==> config.mk <==
export PLATFORM = sky130hd
export DESIGN_NAME = iosm_matrix
export DESIGN_NICKNAME = d
export VERILOG_FILES = /design/src/hw/iosm_pkg.sv /design/src/hw/iosm_matrix.sv
export SDC_FILE = /design/constraint.sdc
export NUM_CORES = 1
export LEC_CHECK = 0
export ABC_AREA = 1
export CORE_MARGIN = 2
export CORE_UTILIZATION = 35
export CTS_CLUSTER_SIZE = 25
export DETAILED_ROUTE_END_ITERATION = 8
export DONT_BUFFER_PORTS = 1
export GPL_TIMING_DRIVEN = 0
export PLACE_DENSITY = 0.57
export SKIP_CTS_REPAIR_TIMING = 1
export SLEW_MARGIN = 20
export SYNTH_ARGS = -nofsm -noshare
export SYNTH_HDL_FRONTEND = slang
export SYNTH_SLANG_ARGS = --single-unit
==> constraint.sdc <==
create_clock -name core_clk -period 12.8 [get_ports core_clk]
set_input_delay 0.64 -clock core_clk [delete_from_list [all_inputs] [get_ports core_clk]]
set_output_delay 0.64 -clock core_clk [all_outputs]
set_load 0.1 [all_outputs]
==> src/hw/iosm_pkg.sv <==
// Package: constants and carriers for the I/O signal allocation matrix
package iosm_pkg;

   // ****************************************************************
   // Register map (byte addresses on the APB slave)
   // ****************************************************************
   localparam logic [7:0] IOSM_OFS_IN_A = 8'h00;
   localparam logic [7:0] IOSM_OFS_IN_B = 8'h04;
   localparam logic [7:0] IOSM_OFS_IN_C = 8'h08;
   localparam logic [7:0] IOSM_OFS_IN_D = 8'h0C;
   localparam logic [7:0] IOSM_OFS_OUT_A = 8'h10;
   localparam logic [7:0] IOSM_OFS_OUT_B = 8'h14;
   localparam logic [7:0] IOSM_OFS_OUT_C = 8'h18;
   localparam logic [7:0] IOSM_OFS_OUT_D = 8'h1C;
   localparam logic [7:0] IOSM_OFS_POL = 8'h20;
   localparam logic [7:0] IOSM_OFS_STATUS = 8'h24;

   // ****************************************************************
   // Values after reset
   // ****************************************************************
   localparam logic [15:0] IOSM_RST_IN_A = 16'h8888;
   localparam logic [15:0] IOSM_RST_IN_B = 16'h8888;
   localparam logic [15:0] IOSM_RST_IN_C = 16'h8888;
   localparam logic [15:0] IOSM_RST_IN_D = 16'h8888;
   localparam logic [15:0] IOSM_RST_OUT_A = 16'h0000;
   localparam logic [15:0] IOSM_RST_OUT_B = 16'h0100;
   localparam logic [15:0] IOSM_RST_OUT_C = 16'h0000;
   localparam logic [15:0] IOSM_RST_OUT_D = 16'h0000;
   localparam logic [15:0] IOSM_RST_POL = 16'h0000;

   // ****************************************************************
   // Selector codes and field positions
   // ****************************************************************
   localparam logic [3:0] IOSM_CODE_ON = 4'h7;
   localparam logic [3:0] IOSM_CODE_OFF = 4'h8;
   localparam logic [3:0] IOSM_CODE_INV_BASE = 4'hA;
   localparam logic [3:0] IOSM_CODE_PIN_FIRST = 4'h1;
   localparam logic [3:0] IOSM_CODE_PIN_LAST = 4'h6;
   localparam logic [3:0] IOSM_CODE_PROBE_MIN = 4'h4;
   localparam logic [3:0] IOSM_CODE_INV_TOP = 4'hF;
   localparam logic [3:0] IOSM_POL_INVERT = 4'h1;
   localparam int IOSM_NUM_PINS = 6;
   localparam int IOSM_NUM_PAIRS = 3;
   localparam int IOSM_NUM_OUT = 10;
   localparam int IOSM_DIGIT_0 = 0;
   localparam int IOSM_DIGIT_1 = 4;
   localparam int IOSM_DIGIT_2 = 8;
   localparam int IOSM_DIGIT_3 = 12;

   // ****************************************************************
   // Carriers
   // ****************************************************************
   typedef struct packed {
      logic forced_stop_in;
      logic home_switch_in;
      logic probe2_latch_in;
      logic probe1_latch_in;
      logic reverse_torque_limit_in;
      logic forward_torque_limit_in;
      logic reverse_drive_prohibit;
      logic forward_drive_prohibit;
   } iosm_in_func_s;

   // Bit order matches the selector order used inside the matrix
   typedef struct packed {
      logic maintenance_out;
      logic near_position_out;
      logic warning_out;
      logic brake_out;
      logic speed_limit_active_out;
      logic torque_limit_active_out;
      logic servo_ready_out;
      logic rotation_detect_out;
      logic speed_match_out;
      logic positioning_done_out;
   } iosm_out_func_s;

endpackage

==> src/hw/iosm_matrix.sv <==
// Module: I/O signal allocation matrix with APB parameter registers
//
// What this block does
// - Functions sharing one input pin all follow that same pin level.
// - Input selector codes 1-6 pick pins 1-6 normal, A-F the same inverted.
// - Normal code: slash functions active on closed, others on open.
// - Inverted code: slash functions active on open, others on closed.
// - Code 7 holds a function active, or inactive if edge-evaluated.
// - Code 8 holds a function inactive.
// - Probe latch inputs may use only pins 4 to 6.
// - Forward prohibit in in_a digit 3; reverse, fwd/rev torque in in_b 0,2,3.
// - An output function not evaluated in this mode is taken as OFF.
// - Several functions on one output pair are ORed.
// - Output code 1-3 picks pair 1-3, code 0 disables.
// - Output selectors reset to 0, the brake selector to 1.
// - Output selector digits sit in out_a, out_b, out_c and out_d.
// - Polarity digits 0-2 invert pairs 1-3 when 1, default none.
`timescale 1ns/1ps
module iosm_matrix
   import iosm_pkg::*;
(
   input wire logic core_clk,
   input wire logic sys_rst,
   input wire logic [7:0] paddr,
   input wire logic psel,
   input wire logic penable,
   input wire logic pwrite,
   input wire logic [31:0] pwdata,
   output logic [31:0] prdata,
   output logic pready,
   output logic pslverr,
   input wire logic [5:0] contact_closed,
   input wire iosm_out_func_s out_func_req,
   input wire iosm_out_func_s out_func_valid,
   output iosm_in_func_s in_func_active,
   output logic [2:0] pair_closed
);

   // ****************************************************************
   // Input synchroniser
   // ****************************************************************
   logic [5:0] sync1_reg;
   logic [5:0] sync2_reg;

   // Two stages; only sync2 is read by the matrix
   always_ff @(posedge core_clk or posedge sys_rst) begin
      if (sys_rst) begin
         sync1_reg <= 6'h00;
         sync2_reg <= 6'h00;
      end else begin
         sync1_reg <= contact_closed;
         sync2_reg <= sync1_reg;
      end
   end

   // ****************************************************************
   // Parameter registers and APB slave
   // ****************************************************************
   logic [15:0] in_a_reg, in_b_reg, in_c_reg, in_d_reg;
   logic [15:0] out_a_reg, out_b_reg, out_c_reg, out_d_reg, pol_reg;
   logic [15:0] in_a_next, in_b_next, in_c_next, in_d_next;
   logic [15:0] out_a_next, out_b_next, out_c_next, out_d_next, pol_next;
   logic [31:0] prdata_next;
   logic pready_next, pslverr_next;
   logic [31:0] status_word;
   logic access_done;
   logic addr_hit;

   assign access_done = psel & penable & pready;

   // Decode, read mux and write; one wait state keeps prdata registered
   always_comb begin
      in_a_next = in_a_reg;
      in_b_next = in_b_reg;
      in_c_next = in_c_reg;
      in_d_next = in_d_reg;
      out_a_next = out_a_reg;
      out_b_next = out_b_reg;
      out_c_next = out_c_reg;
      out_d_next = out_d_reg;
      pol_next = pol_reg;
      prdata_next = prdata;
      addr_hit = 1'b1;
      unique case (paddr)
         IOSM_OFS_IN_A: prdata_next = {16'h0000, in_a_reg};
         IOSM_OFS_IN_B: prdata_next = {16'h0000, in_b_reg};
         IOSM_OFS_IN_C: prdata_next = {16'h0000, in_c_reg};
         IOSM_OFS_IN_D: prdata_next = {16'h0000, in_d_reg};
         IOSM_OFS_OUT_A: prdata_next = {16'h0000, out_a_reg};
         IOSM_OFS_OUT_B: prdata_next = {16'h0000, out_b_reg};
         IOSM_OFS_OUT_C: prdata_next = {16'h0000, out_c_reg};
         IOSM_OFS_OUT_D: prdata_next = {16'h0000, out_d_reg};
         IOSM_OFS_POL: prdata_next = {16'h0000, pol_reg};
         IOSM_OFS_STATUS: prdata_next = status_word;
         default: begin
            prdata_next = 32'h0000_0000;
            addr_hit = 1'b0;
         end
      endcase
      if (pwrite) begin
         prdata_next = 32'h0000_0000;
      end
      pready_next = psel & penable & ~pready;
      pslverr_next = psel & penable & ~pready & ~addr_hit;
      if (access_done && pwrite) begin
         unique case (paddr)
            IOSM_OFS_IN_A: in_a_next = pwdata[15:0];
            IOSM_OFS_IN_B: in_b_next = pwdata[15:0];
            IOSM_OFS_IN_C: in_c_next = pwdata[15:0];
            IOSM_OFS_IN_D: in_d_next = pwdata[15:0];
            IOSM_OFS_OUT_A: out_a_next = pwdata[15:0];
            IOSM_OFS_OUT_B: out_b_next = pwdata[15:0];
            IOSM_OFS_OUT_C: out_c_next = pwdata[15:0];
            IOSM_OFS_OUT_D: out_d_next = pwdata[15:0];
            IOSM_OFS_POL: pol_next = pwdata[15:0];
            default: pol_next = pol_reg;
         endcase
      end
   end

   // Register stage for the parameter file and bus answer
   always_ff @(posedge core_clk or posedge sys_rst) begin
      if (sys_rst) begin
         in_a_reg <= IOSM_RST_IN_A;
         in_b_reg <= IOSM_RST_IN_B;
         in_c_reg <= IOSM_RST_IN_C;
         in_d_reg <= IOSM_RST_IN_D;
         out_a_reg <= IOSM_RST_OUT_A;
         out_b_reg <= IOSM_RST_OUT_B;
         out_c_reg <= IOSM_RST_OUT_C;
         out_d_reg <= IOSM_RST_OUT_D;
         pol_reg <= IOSM_RST_POL;
         prdata <= 32'h0000_0000;
         pready <= 1'b0;
         pslverr <= 1'b0;
      end else begin
         in_a_reg <= in_a_next;
         in_b_reg <= in_b_next;
         in_c_reg <= in_c_next;
         in_d_reg <= in_d_next;
         out_a_reg <= out_a_next;
         out_b_reg <= out_b_next;
         out_c_reg <= out_c_next;
         out_d_reg <= out_d_next;
         pol_reg <= pol_next;
         prdata <= prdata_next;
         pready <= pready_next;
         pslverr <= pslverr_next;
      end
   end

   // ****************************************************************
   // Input side decode
   // ****************************************************************
   // One decoder per function: every function reading the same pin sees
   // the same synchronised level, so sharing a pin needs no extra gate.
   function automatic logic in_decode(input logic [3:0] code,
                                      input logic [5:0] pins,
                                      input logic slash,
                                      input logic edge_fn,
                                      input logic probe);
      logic contact;
      logic act;
      contact = 1'b0;
      act = 1'b0;
      if (code >= IOSM_CODE_PIN_FIRST && code <= IOSM_CODE_PIN_LAST) begin
         contact = pins[3'(code - IOSM_CODE_PIN_FIRST)];
         act = slash ? contact : ~contact;
         if (probe && code < IOSM_CODE_PROBE_MIN) begin
            act = 1'b0;
         end
      end else if (code >= IOSM_CODE_INV_BASE) begin
         contact = pins[3'(code - IOSM_CODE_INV_BASE)];
         act = slash ? ~contact : contact;
         if (probe && code < IOSM_CODE_INV_BASE + 4'h3) begin
            act = 1'b0;
         end
      end else if (code == IOSM_CODE_ON) begin
         act = ~edge_fn;
      end else begin
         act = 1'b0;
      end
      return act;
   endfunction

   iosm_in_func_s in_func_next;

   // Field positions of each input selector
   always_comb begin
      in_func_next.forward_drive_prohibit = in_decode(
         in_a_reg[IOSM_DIGIT_3 +: 4], sync2_reg, 1'b0, 1'b0, 1'b0);
      in_func_next.reverse_drive_prohibit = in_decode(
         in_b_reg[IOSM_DIGIT_0 +: 4], sync2_reg, 1'b0, 1'b0, 1'b0);
      in_func_next.forward_torque_limit_in = in_decode(
         in_b_reg[IOSM_DIGIT_2 +: 4], sync2_reg, 1'b1, 1'b0, 1'b0);
      in_func_next.reverse_torque_limit_in = in_decode(
         in_b_reg[IOSM_DIGIT_3 +: 4], sync2_reg, 1'b1, 1'b0, 1'b0);
      in_func_next.home_switch_in = in_decode(
         in_c_reg[IOSM_DIGIT_0 +: 4], sync2_reg, 1'b1, 1'b0, 1'b0);
      in_func_next.probe1_latch_in = in_decode(
         in_c_reg[IOSM_DIGIT_1 +: 4], sync2_reg, 1'b1, 1'b1, 1'b1);
      in_func_next.probe2_latch_in = in_decode(
         in_c_reg[IOSM_DIGIT_2 +: 4], sync2_reg, 1'b1, 1'b1, 1'b1);
      in_func_next.forced_stop_in = in_decode(
         in_d_reg[IOSM_DIGIT_0 +: 4], sync2_reg, 1'b0, 1'b0, 1'b0);
   end

   // ****************************************************************
   // Output side merge
   // ****************************************************************
   logic [3:0] out_sel [IOSM_NUM_OUT];
   logic [2:0] pair_next;
   logic [IOSM_NUM_OUT-1:0] out_eff;

   // Selector digit of each output function
   assign out_sel[0] = out_a_reg[IOSM_DIGIT_0 +: 4];
   assign out_sel[1] = out_a_reg[IOSM_DIGIT_1 +: 4];
   assign out_sel[2] = out_a_reg[IOSM_DIGIT_2 +: 4];
   assign out_sel[3] = out_a_reg[IOSM_DIGIT_3 +: 4];
   assign out_sel[4] = out_b_reg[IOSM_DIGIT_0 +: 4];
   assign out_sel[5] = out_b_reg[IOSM_DIGIT_1 +: 4];
   assign out_sel[6] = out_b_reg[IOSM_DIGIT_2 +: 4];
   assign out_sel[7] = out_b_reg[IOSM_DIGIT_3 +: 4];
   assign out_sel[8] = out_c_reg[IOSM_DIGIT_0 +: 4];
   assign out_sel[9] = out_d_reg[IOSM_DIGIT_2 +: 4];

   // Undetected functions count as OFF before they are merged
   assign out_eff = out_func_req & out_func_valid;

   // OR every function routed to a pair, then apply the pair polarity;
   // codes above 3 route nowhere, same as disabled
   always_comb begin
      pair_next = 3'b000;
      for (int f = 0; f < IOSM_NUM_OUT; f++) begin
         for (int p = 0; p < IOSM_NUM_PAIRS; p++) begin
            if (out_sel[f] == 4'(p + 1)) begin
               pair_next[p] = pair_next[p] | out_eff[f];
            end
         end
      end
      for (int p = 0; p < IOSM_NUM_PAIRS; p++) begin
         if (pol_reg[4*p +: 4] == IOSM_POL_INVERT) begin
            pair_next[p] = ~pair_next[p];
         end
      end
   end

   // Registered outputs so pins never glitch on selector changes
   always_ff @(posedge core_clk or posedge sys_rst) begin
      if (sys_rst) begin
         in_func_active <= '0;
         pair_closed <= 3'b000;
      end else begin
         in_func_active <= in_func_next;
         pair_closed <= pair_next;
      end
   end

   assign status_word = {15'h0000, pair_closed, in_func_active, sync2_reg};
endmodule // iosm_matrix

Yosys cells after proc, flatten, opt, wreduce, memory -nomap -nowiden --
Cells that the tools add are included.
Cells by class: bitwise operators 45, div/mod/pow operators 0, multiplexer cells 94, order comparisons 44, $mul 0, equality and inequality tests 48, reductions and logical operators 20, $add $sub $neg 16, shift-type cells 0
Operators with widths (count):
- one-hot mux 17 bit (10 select lines) | 1
- equality test 4 x 2 -> 1 bit, second input constant | 20
- 2-to-1 mux 1 bit | 76
- less-than comparator 3 x 4 -> 1 bit, second input constant | 16
- equality test 4 x 1 -> 1 bit, second input constant | 13
- binary-select mux 1 bit (select 3 bit) | 16
- equality test 8 x 5 -> 1 bit, second input constant | 4
- >= comparator 4 x 1 -> 1 bit, second input constant | 8
- >= comparator 4 bit, second input constant | 8
- less-or-equal comparator 4 x 3 -> 1 bit, second input constant | 8
- 2-to-1 mux 32 bit | 1
- bitwise OR 1 bit | 27
- equality test 4 x 3 -> 1 bit, second input constant | 6
- subtractor 3 x 1 -> 3 bit, second input constant | 8
- subtractor 3 x 2 -> 3 bit, second input constant | 8
- AND reduction 2 bit | 9
- equality test 8 x 4 -> 1 bit, second input constant | 2
- equality test 8 x 6 -> 1 bit, second input constant | 2
- NOT 1 bit | 13
- AND 10 bit | 1
- OR reduction 10 bit | 1
- logical AND 1 bit | 9
- equality test 8 x 3 -> 1 bit, second input constant | 1
- zero test 8 bit | 1
- 3 further kinds | 8
Storage, ports and cells: RAM bits 0, output and inout port bits 45, register bits after elaboration 201, memories kept 0, memory bits (read-only) 0, input port bits 71, word-level logic and storage cells 290, latch bits 0

Logic depth before layout (Yosys ltp) --
word-level depth 22, gate-level depth with buffers 11, mapped depth without buffers 9

Worst setup path after synthesis --
Ideal clock, no wire load.
path kind reg-to-reg, from reg pready, to reg out_c_reg[3], slack 10771 ps, clock period less this slack 2029 ps, cell stages (with the launch flop) 7, buffers on the path 1, arrival time 1898 ps, library setup time 131 ps, data required time 12669 ps, cells stage by stage dfrtp_1 -> nand2_1 -> nor2_4 -> nand3_2 -> clkbuf_1 -> nand2_1 -> o21ai_0
On the way: longest elaborated chain between the ends 3
RTL lines:
- start: declaration | RTL line iosm_matrix.sv:30 | output logic pready,
- start signal: assignment | RTL line iosm_matrix.sv:147 | pready <= pready_next;
- AND 1 bit | RTL line iosm_matrix.sv:69 | assign access_done = psel & penable & pready;
- logical AND 1 bit | RTL line iosm_matrix.sv:105 | if (access_done && pwrite) begin
- AND reduction 2 bit (no line)
- end signal: assignment | RTL line iosm_matrix.sv:143 | out_c_reg <= out_c_next;
- end: declaration | RTL line iosm_matrix.sv:60 | logic [15:0] out_a_reg, out_b_reg, out_c_reg, out_d_reg, pol_reg;
No other way between the ends. A chain may end at the register's enable or synchronous reset.

Final worst setup path --
from reg pready, to reg out_d_reg[3]
On the way: longest elaborated chain between the ends 3
RTL lines:
- AND 1 bit | RTL line iosm_matrix.sv:69
- logical AND 1 bit | RTL line iosm_matrix.sv:105
- AND reduction 2 bit (no line)
- end signal: assignment | RTL line iosm_matrix.sv:144 | out_d_reg <= out_d_next;
- end: declaration | RTL line iosm_matrix.sv:60
No other way between the ends.

==> flow_summary.ini <==
[run_status]
status = finished clean

[synth]
synth-warning-count = 0
syn-cell-area_um2 = 10700
synthCells = 1416
ys_ff_latch = 186
ys_top_cells_by_area = dfrtp_1 (40%), nand2_1 (12%), nand3_1 (8.3%)
yosysSeqAreaShare_pct = 43.8
synth.avg_cell_area_um2 = 7.53
yosysTopAreaCellShare_pct = 39.6
ys_types = 36
yosys.area.top_type = dfrtp_1

[worst_setup_path]
worst_setup_path_end_kind = flip-flop
worstSetupPathType = reg -> reg
path_cells = nand2_1 > nor2_4 > nand3_2 > clkbuf_1 > nand2_1 > o21ai_0
reg2reg_slack_ns = 10.34
path_delay_family = flip-flops
path_buf_inv = 1
r2r-start = pready$_DFF_PP0_
r2r_end = out_d_reg[3]$_DFFE_PP0P_
worst_path_most_repeated_cell = nand2_1
startpoint_type = flip-flop
crit_arrival_ns = 2.77
crit_fanout = 10
crit_slowest_cell = dfrtp_1
slowest_delay_ns = 0.97
required_ns = 13.11
reg2reg_depth = 6

[final_layout]
final_cell_mix = nand2_1 (355), nand3_1 (176), dfrtp_1 (169)
fillers = 3095
final_common_cell = nand2_1
area_delta_synth_final_pct = 11.5
multi_input_area_um2 = 5080
largest_reg_flops = 17
largest-register = prdata
drive_gt1_share_pct = 10.3
diodes = 0
register_area_um2 = 4680
nets = 1559

[timing]
clock.fmax_ghz = 0.406
finalSetupTns_ns = 0
finalClockSkew_ns = 0.0140
tightest_slew_ns = 1.04
maxSlewHeadroom_pct = 30.3
period_share_pct = 19.3
fin_crit_ns = 2.46
finalHoldViolCount = 0
rsz0062_at_grt = false
setup_viol = 0
final_max_slew_viol_count = 0
setup_ws_ns = 10.34

[global_routing]
globalRouteOverflowTotal = 0
grtUsageTotal_pct = 24.1
antenna_found_initial = 0
grt_pass1_wl_um = 55900
grt_pass1_vias = 9055
grt_max_degree = 99

[detailed_routing]
first_iter_violations = 1137
finalWirelength_um = 37100
via_count = 9874
avgRoutedWirePerCell_um = 20.0
drtPass1Iterations = 7
ant_nets = 0
vias_per_cell = 5.33
drc_errors = 0

[clock_network]
numCtsBuffers = 17
cts.clk_slew.worst_paths_ns = 0.08
cts_tree = built
insertion_delay_ns = 0.45
cts_max_level = 4
clock_path_buffers = 2
clockRootBuffer = clkbuf_16
cts.sinks = 186

[floorplan]
rows = 63
io_pins = 116
fp.dieArea_um2 = 31900
start_util_pct = 35.8
core_um2 = 29800
die_y_um = 179
die_w_um = 179

[job]
drv_cap = 0

[power]
p_leak_nw = 5.63
powerDensity_nw_per_um2 = 106
ir_drop_uv = 93.9

[worst_hold_path]
worstHoldPathType = in -> async

[place]
dp_hpwl_um = 27000
pre_cts_ws_ns = 10.34
io_buffers = 0
gp_congestion = 0.978
==> stage by stage <==
step | utilization (%) | cells | hold WS [ns] | total power, mW | area, µm²
finish | 39.9 | 1853 | 0.124 | 1.27 | 11900
global route | 39.9 | 1853 | 0.181 | 1.31 | 11900
CTS | 39.9 | 1853 | 0.152 | 1.28 | 11900
detailed placement | 37.7 | 1821 | 0.336 | 0.703 | 11200
global placement | 37.6 | 1820 | 0.334 | 0.701 | 11200
floorplan | - | 1430 | 0.331 | 0.674 | 10700
==> layer usage <==
| layer | wire, µm | GRT usage (%) | up-vias | part of all wire, % |
|---|---|---|---|---|
| li1 | - | - | 4661 | - |
| met1 | 16300 | 33.6 | 4768 | 44 |
| met2 | 16600 | 37.0 | 399 | 45 |
| met3 | 3020 | 4.86 | 46 | 8.1 |
| met4 | 1140 | 8.54 | 0 | 3.1 |
| met5 | 0 | 0 | - | 0 |
==> how the worst max path moves through the flow <==
stage                     startpoint                        to  slack [ns]  depth (start not counted)
global placement             sys_rst  out_a_reg[6]$_DFFE_PP0P_        4.80                          1
CTS                 pready$_DFF_PP0_  out_d_reg[3]$_DFFE_PP0P_       10.32                          6
finish              pready$_DFF_PP0_  out_d_reg[3]$_DFFE_PP0P_       10.34                          6
global route        pready$_DFF_PP0_  out_d_reg[2]$_DFFE_PP0P_       10.17                          6
detailed placement  pready$_DFF_PP0_  out_d_reg[1]$_DFFE_PP0P_       10.34                          6
floorplan                    sys_rst   in_a_reg[0]$_DFFE_PP0P_        7.13                          1
==> final cells by class <==
cell class                 instances  share of cell area (%)
inverter                         124                    4.00
timing repair buffer               1                   0.231
multi-input combinational       1035                    42.7
tap                              390                    4.10
clock buffer                      17                    3.58
clock inverter                    15                    1.89
sequential                       186                    39.3
buffer                            85                    4.20
==> worst register-to-register path: cells and delay by family (launching register included) <==
family / cells / cell delay [ns]
DFF: 1 / 0.97
and+or+nand+nor: 4 / 0.97
AOI/OAI and AO/OA: 1 / 0.09
buffers and inverters: 1 / 0.29
==> synth_stat cells <==
cell type	count
buf_4	26
o22ai_1	2
a31oi_1	4
o31a_1	1
xor2_1	4
o211ai_1	14
a21oi_1	24
nand4_1	6
buf_2	36
clkbuf_1	18
nor2_8	3
nor3_1	8
nand3_4	1
inv_4	1
nor2_4	4
inv_1	117
nand2_1	355
o21ai_0	111
nor2_1	143
conb_1	1
nand2_2	11
xnor2_1	4
nor4_1	3
nor2_2	2
nand3b_1	11
clkinv_1	3
o2111ai_1	1
dfrtp_1	169
nand3_1	176
ha_1	38
nand3_2	6
nand2_4	1
dfstp_2	17
buf_6	5
inv_2	3
o21ai_1	87
==> cell families after synthesis <==
| family | after synthesis | synth area share [%] |
|---|---|---|
| XOR/XNOR | 8 | 0.657 |
| buffers and inverters | 209 | 9.07 |
| flip-flops | 186 | 43.8 |
| AND/OR/NAND/NOR | 730 | 30.0 |
| adder cells (fa/ha/maj) | 38 | 4.46 |
| other | 1 | 0.0352 |
| AO/OA/AOI/OAI | 244 | 11.9 |
==> report_power, final <==
part	leakage (nW)	internal [mW]	switching, mW
sequential	2.51	0.592	0.00889
clock	0.311	0.288	0.286
combinational	2.81	0.0150	0.0756
total	5.63	0.895	0.371
No activity file was read; power rests on OpenSTA's default activity.
